--- src/hw/shreg_pkg.sv ---
// constants, register map and bus state type of the four-bit shift/load register
// Functional notes
// - Four edge-triggered stages hold the state, each fed from its parallel input or the stage before (stage 0 from serial_in).
// - The stages change only on a falling edge of shift_clock_n, never on a rising one.
// - With load_shift_select high at the edge, parallel_inputs 0..3 load stages 0..3 and serial_in is ignored.
// - With load_shift_select low at the edge, stage 0 moves to 1, 1 to 2 and 2 to 3.
// - During a shift stage 0 takes serial_in and parallel_inputs are ignored.
// - While clear_n is low all four stages are forced low at once, overriding every clocked action.
// - With out_drive_enable_n high the stage outputs float, with it low they drive the stored stages.
// - Floating the outputs does not stop shifting, loading or clearing of the stages.
// - cascade_output always drives the last stage, whatever out_drive_enable_n does.
package shreg_pkg;

  // ---------------------------------------------------------------
  // register byte offsets
  // ---------------------------------------------------------------
  localparam logic [3:0] CTRL_OFS = 4'h0;
  localparam logic [3:0] STATUS_OFS = 4'h4;
  localparam logic [3:0] SNAP_OFS = 4'h8;
  localparam logic [3:0] COUNT_OFS = 4'hc;

  // ---------------------------------------------------------------
  // field positions
  // ---------------------------------------------------------------
  localparam int CTRL_SNAP_EN_BIT = 0;
  localparam int STAT_STAGE_LSB = 0;
  localparam int STAT_VALID_BIT = 4;
  localparam int STAT_OVF_BIT = 5;
  localparam int STAT_MODE_BIT = 6;
  localparam int STAT_CLEAR_BIT = 7;
  localparam int SNAP_VALID_BIT = 8;
  localparam int COUNT_SHIFT_LSB = 16;

  // ---------------------------------------------------------------
  // widths and reset values
  // ---------------------------------------------------------------
  localparam int STAGE_W = 4;
  localparam int SNAP_DEPTH = 2;
  localparam int CNT_W = 16;
  localparam logic [STAGE_W-1:0] STAGE_RST = 4'h0;
  localparam logic CTRL_SNAP_EN_RST = 1'b1;
  localparam logic [CNT_W-1:0] CNT_RST = 16'h0000;

  // bus answer state, one wait state per access
  typedef enum logic {
    BUS_IDLE = 1'b0,
    BUS_ANSWER = 1'b1
  } bus_state_t;

endpackage

--- src/hw/rst_sync.sv ---
// two-stage release synchroniser for the active-low reset
`timescale 1ns/10ps
`default_nettype none
module rst_sync (
  input wire logic i_clock,
  input wire logic i_nrst,
  output logic o_nrst
);
  logic meta_r;
  logic hold_r;

  // assert at once, release after two edges so no flop sees a ragged release
  always_ff @(posedge i_clock or negedge i_nrst) begin
    if (!i_nrst) begin
      meta_r <= 1'b0;
      hold_r <= 1'b0;
    end else begin
      meta_r <= 1'b1;
      hold_r <= meta_r;
    end
  end

  assign o_nrst = hold_r;
endmodule
`default_nettype wire

--- src/hw/snap_fifo.sv ---
// small valid/ready buffer holding stage snapshots
`timescale 1ns/10ps
`default_nettype none
module snap_fifo #(
  parameter int WIDTH = 4,
  parameter int DEPTH = 2
) (
  input wire logic i_clock,
  input wire logic i_rst_n,
  input wire logic i_in_valid,
  output logic o_in_ready,
  input wire logic [WIDTH-1:0] i_in_data,
  output logic o_out_valid,
  input wire logic i_out_ready,
  output logic [WIDTH-1:0] o_out_data
);
  localparam int PW = (DEPTH > 1) ? $clog2(DEPTH) : 1;
  localparam logic [PW:0] FULL_CNT = DEPTH[PW:0];

  logic [WIDTH-1:0] mem_r [DEPTH];
  logic [PW-1:0] wr_ptr_r;
  logic [PW-1:0] rd_ptr_r;
  logic [PW:0] count_r;
  logic push;
  logic pop;

  // honest flags straight from the fill count
  assign o_in_ready = (count_r != FULL_CNT);
  assign o_out_valid = (count_r != '0);
  assign push = i_in_valid & o_in_ready;
  assign pop = o_out_valid & i_out_ready;
  assign o_out_data = mem_r[rd_ptr_r];

  // storage needs no reset; valid gating hides stale words
  always_ff @(posedge i_clock) begin
    if (push) begin
      mem_r[wr_ptr_r] <= i_in_data;
    end
  end

  // pointers wrap at the depth, count tracks simultaneous push and pop
  always_ff @(posedge i_clock or negedge i_rst_n) begin
    if (!i_rst_n) begin
      wr_ptr_r <= '0;
      rd_ptr_r <= '0;
      count_r <= '0;
    end else begin
      if (push) begin
        wr_ptr_r <= (wr_ptr_r == PW'(DEPTH - 1)) ? '0 : wr_ptr_r + 1'b1;
      end
      if (pop) begin
        rd_ptr_r <= (rd_ptr_r == PW'(DEPTH - 1)) ? '0 : rd_ptr_r + 1'b1;
      end
      if (push && !pop) begin
        count_r <= count_r + 1'b1;
      end else if (pop && !push) begin
        count_r <= count_r - 1'b1;
      end
    end
  end
endmodule
`default_nettype wire

--- src/hw/shift_load_register.sv ---
// four-bit shift/parallel-load register with tristate outputs and avalon register port
//
// Implementation choices: the placing of the registers and the Avalon-MM interface to the registers.
`timescale 1ns/10ps
`default_nettype none
module shift_load_register
  import shreg_pkg::*;
(
  input wire logic i_clock,
  input wire logic i_nrst,
  // device pins; shift clock, mode and data sampled on i_clock, clear and output enable act directly
  input wire logic i_shift_clock_n,
  input wire logic i_clear_n,
  input wire logic i_load_shift_select,
  input wire logic i_serial_in,
  input wire logic [STAGE_W-1:0] i_parallel_inputs,
  input wire logic i_out_drive_enable_n,
  output logic [STAGE_W-1:0] o_stage_outputs,
  output logic [STAGE_W-1:0] o_stage_outputs_oe,
  output logic o_cascade_output,
  // snapshot buffer has room; board should hold the clock while low
  output logic o_snap_ready,
  // avalon-mm slave
  input wire logic [3:0] i_avs_address,
  input wire logic i_avs_read,
  input wire logic i_avs_write,
  input wire logic [31:0] i_avs_writedata,
  input wire logic [3:0] i_avs_byteenable,
  output logic [31:0] o_avs_readdata,
  output logic o_avs_waitrequest
);

  // ---------------------------------------------------------------
  // reset
  // ---------------------------------------------------------------
  logic rst_n;
  logic stage_clr_n;

  rst_sync u_rst_sync (
    .i_clock(i_clock),
    .i_nrst(i_nrst),
    .o_nrst(rst_n)
  );

  // pin clear acts without the clock, as does reset; both reach only constants
  assign stage_clr_n = rst_n & i_clear_n;

  // ---------------------------------------------------------------
  // active edge detection
  // ---------------------------------------------------------------
  logic shift_clk_prev_r;
  logic active_edge;

  // history starts low so a pin already low at release is not an edge
  always_ff @(posedge i_clock or negedge rst_n) begin
    if (!rst_n) begin
      shift_clk_prev_r <= 1'b0;
    end else begin
      shift_clk_prev_r <= i_shift_clock_n;
    end
  end

  // only high-to-low counts; rising transitions are simply ignored
  assign active_edge = shift_clk_prev_r & ~i_shift_clock_n;

  // ---------------------------------------------------------------
  // stage storage
  // ---------------------------------------------------------------
  logic [STAGE_W-1:0] stage_r;
  logic [STAGE_W-1:0] stage_nxt;

  // mode picks the d input of every stage together
  always_comb begin
    if (i_load_shift_select) begin
      stage_nxt = i_parallel_inputs;
    end else begin
      stage_nxt = {stage_r[STAGE_W-2:0], i_serial_in};
    end
  end

  // mode, serial and parallel pins are trusted stable at the edge sample
  always_ff @(posedge i_clock or negedge stage_clr_n) begin
    if (!stage_clr_n) begin
      stage_r <= STAGE_RST;
    end else if (active_edge) begin
      stage_r <= stage_nxt;
    end
  end

  // ---------------------------------------------------------------
  // pin outputs
  // ---------------------------------------------------------------
  // enable only gates the drivers; the stages above keep running
  assign o_stage_outputs = stage_r;
  assign o_stage_outputs_oe = {STAGE_W{~i_out_drive_enable_n}};
  assign o_cascade_output = stage_r[STAGE_W-1];

  // ---------------------------------------------------------------
  // control register
  // ---------------------------------------------------------------
  bus_state_t bus_state_r;
  logic bus_req;
  logic bus_accept;
  logic wr_accept;
  logic rd_accept;
  logic snap_en_r;

  assign bus_req = i_avs_read | i_avs_write;
  assign bus_accept = bus_req & (bus_state_r == BUS_ANSWER);
  assign wr_accept = bus_accept & i_avs_write;
  assign rd_accept = bus_accept & i_avs_read;

  // byte lane 0 carries the snapshot enable
  always_ff @(posedge i_clock or negedge rst_n) begin
    if (!rst_n) begin
      snap_en_r <= CTRL_SNAP_EN_RST;
    end else if (wr_accept && i_avs_address == CTRL_OFS && i_avs_byteenable[0]) begin
      snap_en_r <= i_avs_writedata[CTRL_SNAP_EN_BIT];
    end
  end

  // ---------------------------------------------------------------
  // snapshot buffer
  // ---------------------------------------------------------------
  logic snap_push;
  logic snap_in_ready;
  logic snap_valid;
  logic snap_pop;
  logic [STAGE_W-1:0] snap_data;

  // each clocked update is offered while software wants snapshots
  assign snap_push = active_edge & stage_clr_n & snap_en_r;
  assign snap_pop = rd_accept & (i_avs_address == SNAP_OFS);
  assign o_snap_ready = snap_in_ready;

  snap_fifo #(
    .WIDTH(STAGE_W),
    .DEPTH(SNAP_DEPTH)
  ) u_snap_fifo (
    .i_clock(i_clock),
    .i_rst_n(rst_n),
    .i_in_valid(snap_push),
    .o_in_ready(snap_in_ready),
    .i_in_data(stage_nxt),
    .o_out_valid(snap_valid),
    .i_out_ready(snap_pop),
    .o_out_data(snap_data)
  );

  // ---------------------------------------------------------------
  // status flags
  // ---------------------------------------------------------------
  logic ovf_r;
  logic last_mode_r;
  logic clear_seen_r;
  logic ovf_clr;
  logic clear_seen_clr;

  // write-one-to-clear on the status word
  assign ovf_clr = wr_accept && i_avs_address == STATUS_OFS && i_avs_byteenable[0]
    && i_avs_writedata[STAT_OVF_BIT];
  assign clear_seen_clr = wr_accept && i_avs_address == STATUS_OFS && i_avs_byteenable[0]
    && i_avs_writedata[STAT_CLEAR_BIT];

  // a dropped snapshot is sticky; a new drop wins over a clear in the same cycle
  always_ff @(posedge i_clock or negedge rst_n) begin
    if (!rst_n) begin
      ovf_r <= 1'b0;
    end else if (snap_push && !snap_in_ready) begin
      ovf_r <= 1'b1;
    end else if (ovf_clr) begin
      ovf_r <= 1'b0;
    end
  end

  // clear pin seen low at least once; held clear keeps setting it
  always_ff @(posedge i_clock or negedge rst_n) begin
    if (!rst_n) begin
      clear_seen_r <= 1'b0;
    end else if (!i_clear_n) begin
      clear_seen_r <= 1'b1;
    end else if (clear_seen_clr) begin
      clear_seen_r <= 1'b0;
    end
  end

  // mode used at the most recent edge, one means parallel load
  always_ff @(posedge i_clock or negedge rst_n) begin
    if (!rst_n) begin
      last_mode_r <= 1'b0;
    end else if (active_edge && i_clear_n) begin
      last_mode_r <= i_load_shift_select;
    end
  end

  // ---------------------------------------------------------------
  // edge counters
  // ---------------------------------------------------------------
  logic [CNT_W-1:0] load_cnt_r;
  logic [CNT_W-1:0] shift_cnt_r;
  logic cnt_clr;
  logic count_load;
  logic count_shift;

  // edges swallowed by an active clear change nothing and are not counted
  assign count_load = active_edge & i_clear_n & i_load_shift_select;
  assign count_shift = active_edge & i_clear_n & ~i_load_shift_select;
  assign cnt_clr = wr_accept & (i_avs_address == COUNT_OFS);

  // a write to the count word zeroes both; an edge in that cycle still counts as one
  always_ff @(posedge i_clock or negedge rst_n) begin
    if (!rst_n) begin
      load_cnt_r <= CNT_RST;
      shift_cnt_r <= CNT_RST;
    end else if (cnt_clr) begin
      load_cnt_r <= {{(CNT_W-1){1'b0}}, count_load};
      shift_cnt_r <= {{(CNT_W-1){1'b0}}, count_shift};
    end else begin
      if (count_load) begin
        load_cnt_r <= load_cnt_r + 1'b1;
      end
      if (count_shift) begin
        shift_cnt_r <= shift_cnt_r + 1'b1;
      end
    end
  end

  // ---------------------------------------------------------------
  // bus answer
  // ---------------------------------------------------------------
  logic [31:0] rdata_r;
  logic [31:0] rdata_nxt;

  // every access waits one cycle so read data can come from a flop
  always_ff @(posedge i_clock or negedge rst_n) begin
    if (!rst_n) begin
      bus_state_r <= BUS_IDLE;
    end else begin
      unique case (bus_state_r)
        BUS_IDLE: begin
          if (bus_req) begin
            bus_state_r <= BUS_ANSWER;
          end
        end
        BUS_ANSWER: begin
          bus_state_r <= BUS_IDLE;
        end
      endcase
    end
  end

  assign o_avs_waitrequest = bus_req & (bus_state_r == BUS_IDLE);

  // read mux; unmapped offsets read as zero
  always_comb begin
    rdata_nxt = 32'h0000_0000;
    unique case (i_avs_address)
      CTRL_OFS: begin
        rdata_nxt[CTRL_SNAP_EN_BIT] = snap_en_r;
      end
      STATUS_OFS: begin
        rdata_nxt[STAT_STAGE_LSB +: STAGE_W] = stage_r;
        rdata_nxt[STAT_VALID_BIT] = snap_valid;
        rdata_nxt[STAT_OVF_BIT] = ovf_r;
        rdata_nxt[STAT_MODE_BIT] = last_mode_r;
        rdata_nxt[STAT_CLEAR_BIT] = clear_seen_r;
      end
      SNAP_OFS: begin
        rdata_nxt[STAGE_W-1:0] = snap_valid ? snap_data : STAGE_RST;
        rdata_nxt[SNAP_VALID_BIT] = snap_valid;
      end
      COUNT_OFS: begin
        rdata_nxt[CNT_W-1:0] = load_cnt_r;
        rdata_nxt[COUNT_SHIFT_LSB +: CNT_W] = shift_cnt_r;
      end
      default: begin
        rdata_nxt = 32'h0000_0000;
      end
    endcase
  end

  // captured in the wait cycle; the buffer head cannot move before the pop
  always_ff @(posedge i_clock or negedge rst_n) begin
    if (!rst_n) begin
      rdata_r <= 32'h0000_0000;
    end else if (i_avs_read && bus_state_r == BUS_IDLE) begin
      rdata_r <= rdata_nxt;
    end
  end

  assign o_avs_readdata = rdata_r;

endmodule
`default_nettype wire

--- config.mk ---
export PLATFORM = sky130hd
export DESIGN_NAME = shift_load_register
export DESIGN_NICKNAME = d
export VERILOG_FILES = /design/src/hw/shreg_pkg.sv /design/src/hw/rst_sync.sv /design/src/hw/snap_fifo.sv /design/src/hw/shift_load_register.sv
export SDC_FILE = /design/constraint.sdc
export NUM_CORES = 1
export LEC_CHECK = 0
export BUFFER_PORTS_ARGS = -buffer_cell sky130_fd_sc_hd__buf_2
export CAP_MARGIN = 25
export CORE_MARGIN = 2
export CORE_UTILIZATION = 50
export CTS_CLUSTER_DIAMETER = 120
export DETAILED_ROUTE_END_ITERATION = 12
export GPL_TIMING_DRIVEN = 0
export PLACE_DENSITY = 0.86
export REMOVE_ABC_BUFFERS = 1
export SETUP_SLACK_MARGIN = 0.4
export SYNTH_ARGS = -nofsm -noshare
export SYNTH_HDL_FRONTEND = slang
export SYNTH_SLANG_ARGS = --single-unit
--- constraint.sdc ---
create_clock -name i_clock -period 3.4 [get_ports i_clock]
set_input_delay 0.34 -clock i_clock [delete_from_list [all_inputs] [get_ports i_clock]]
set_output_delay 0.34 -clock i_clock [all_outputs]
set_load 0.01 [all_outputs]
==> results.ini <==
[outcome]
outcome=completed

[yosys]
synthArstFlopShare_pct=90.9
synthFlopType=dfrtp_1
synth_area_sq_um=4020
yosysMostFrequentCell=dfrtp_1
synth-seq-cells=88
synth_area_leader_cell=dfrtp_1
yosysTopAreaCellShare_pct=49.2
seq_area_frac_synth_pct=55.9
syn_area_per_cell_sq_um=10.2
synth_warnings=0
synthDistinctLibCells=48
synthCells=395
synthTopCellsByArea=dfrtp_1 49%, nand2_1 6.8%, edfxtp_1 6.0%
synth_edf_count=8
yosys-top-cells-count=79 x dfrtp_1, 73 x nand2_1, 40 x o21ai_0

[die]
core_sq_um=7770
die_area_sq_um=8770
initial_core_util_pct=51.7
num_io_pins=96
dieHeight_microns=93.6
rows=32
die_x_microns=93.6

[pwr]
irDropWorstVdd_mv=0.334
clockPowerShare_pct=28.9
power_switching_share_pct=28.4
comb_power_share_pct=13.7
power_mw=2.20
pwr_density_cell_nw_per_um2=474
internal-power_mw=1.57
p_seq_share_pct=57.3
leakage_nw=2.08
p_sw_mw=0.623

[worst_setup_path]
cpMaxStageDelayCell=or3_1
crit_type=flip-flop to flip-flop
critPathMaxFanout=11
path_depth=4
cpLargestDelayFamily=simple AND/OR/NAND/NOR gates
cp_num_buf_inv=0
cpPeakStageDelay_ns=0.57
start_kind=flip-flop
crit_required_ns=3.68
worstPathCellList=nand4bb_1 > or3_1 > or4b_1 > a21oi_1
end_kind=flip-flop
worst-r2r-cell-count=4
critPathArrivalTime_ns=2.53

[timing]
skew_ns=0.0120
tns_ns=0
worst_slew_pin_slew_ns=0.911
rsz0062_at_grt=false
timing.slew.headroom_pct=39.1
hold_ws_ns=0.0485
slew_violations=0
finalCriticalPeriod_ns=2.25
setup_slack_ns=1.15
setup_violations=0
period_share_pct=66.1
finalHoldViolations=0
max_freq_ghz=0.445

[flow_run]
drv_cap=0

[placed_design]
placed_area_sq_um=4440
place_inst=541
pre_cts_ws_ns=0.515
gp_congestion=0.880
numPortBuffers=63
hpwlAfterDp_microns=5880

[layout]
drive_above_1_share_pct=21.9
fin_nets=508
instances_no_fill=559
finalCoreUtilization_pct=59.6
antenna_cells=0
fin_area_sq_um=4630
areaGrowthSynthToFinish_pct=15.3

[route]
post_drt_wl_per_cell_microns=14.7
viasPerCell=5.62
vias=3139
drtAntennaViolNets=0
dr.pass1.iters=5
drcViolationCount=0
drt_wl_total_microns=8220
drtIter0Drc=208

[cts]
cts.htree.levels=3
clkSinkCount=88
cts.clk_slew.worst_paths_ns=0.08
post_cts_buffers=0
clkLatencyLatePin_ns=0.36
numCtsBuffers=9
cts_tree=built
root_buffer=clkbuf_8
cts_buffer_depth=2

[global_routing]
grt_max_degree=70
grt_pass1_vias=3018
grt_overflow=0
grt_usage_pct=20.4
grt_pass1_wl_microns=14000
antenna_found_initial=0

[worst_hold_path]
hold_class=input port to asynchronous set/reset pin

[state kept, by name, summed over array words and instances, names as in the netlist]
signal / cells
load_cnt_r: 16
o_avs_readdata: 32
clear_seen_r: 1
u_snap_fifo.wr_ptr_r: 1
u_snap_fifo.mem_r: 8
ovf_r: 1
u_rst_sync.o_nrst: 1
o_stage_outputs: 4
bus_state_r: 1
snap_en_r: 1
u_snap_fifo.count_r: 2
u_rst_sync.meta_r: 1
last_mode_r: 1
u_snap_fifo.rd_ptr_r: 1
shift_cnt_r: 16
shift_clk_prev_r: 1
[area by class of cell]
type	count	area [sq um]
clock buffers	13	149
clock inverters	3	18.8
fillers	677	3140
inverters	7	26.3
multi-input cells	278	1660
flip-flops and latches	88	2250
well taps	102	128
repair buffers	68	403
[routing by layer]
layer	wire length, microns	global-route usage [%]	vias up
met3	501	3.55	12
met4	158	9.42	0
li1	-	-	1495
met2	4020	32.7	104
met1	3550	27.2	1528
met5	0	0	-
[cell usage in the layout (no fill, tap or decap), drive strengths merged, types with 2 or more instances in the layout]
master,count
dfrtp,79
nand2,73
buf,67
o21ai,40
nor2,22
xnor2,16
a21oi,13
clkbuf,13
nand4,12
nand3,11
or3,10
mux2,9
nor3,8
edfxtp,8
inv,7
xor2,7
a22oi,7
nor4,5
mux2i,5
a22o,4
and2,4
nand4b,3
or4,3
ha,3
clkinv,3
nor2b,2
or2,2
nand2b,2
nor4b,2
[kinds of logic after synthesis]
logic type      share of synthesized area (%)
xor+xnor                                 5.02
buf+inv                                  3.27
mux                                      3.77
compound gates                           9.81
flops                                    55.9
other cells                            0.0934
fa+ha+maj                               0.935
simple gates                             21.2
[worst paths after layout]
path / startpoint / endpoint / slack, ns
worst max-delay path: shift_clk_prev_r / shift_cnt_r[15] / 1.15
worst min-delay path: i_clear_n / o_stage_outputs[1] / 0.05
worst max register to register: shift_clk_prev_r / shift_cnt_r[15] / 1.15
worst min register to register: u_rst_sync.o_nrst / bus_state_r / 0.14
max in group asynchronous: u_rst_sync.o_nrst / o_avs_readdata[12] / 2.71
min in group i_clock: i_shift_clock_n / shift_clk_prev_r / 0.18
[timing repair]
action                                  4_1_cts  5_1_grt
resized for setup                             0        0
hold buffers                                  1        0
endpoints found under the setup margin        0        0
endpoints found under the hold margin         2        0
[power by group through the flow]
stage	logic, mW	registers [mW]	clock network [mW]
5_1_grt	0.343	1.28	0.698
2_1_floorplan	0.176	1.27	0
6_report	0.301	1.26	0.636
3_3_place_gp	0.260	1.29	0
3_5_place_dp	0.302	1.28	0
4_1_cts	0.305	1.26	0.648
No activity file was read; power rests on OpenSTA's default activity.
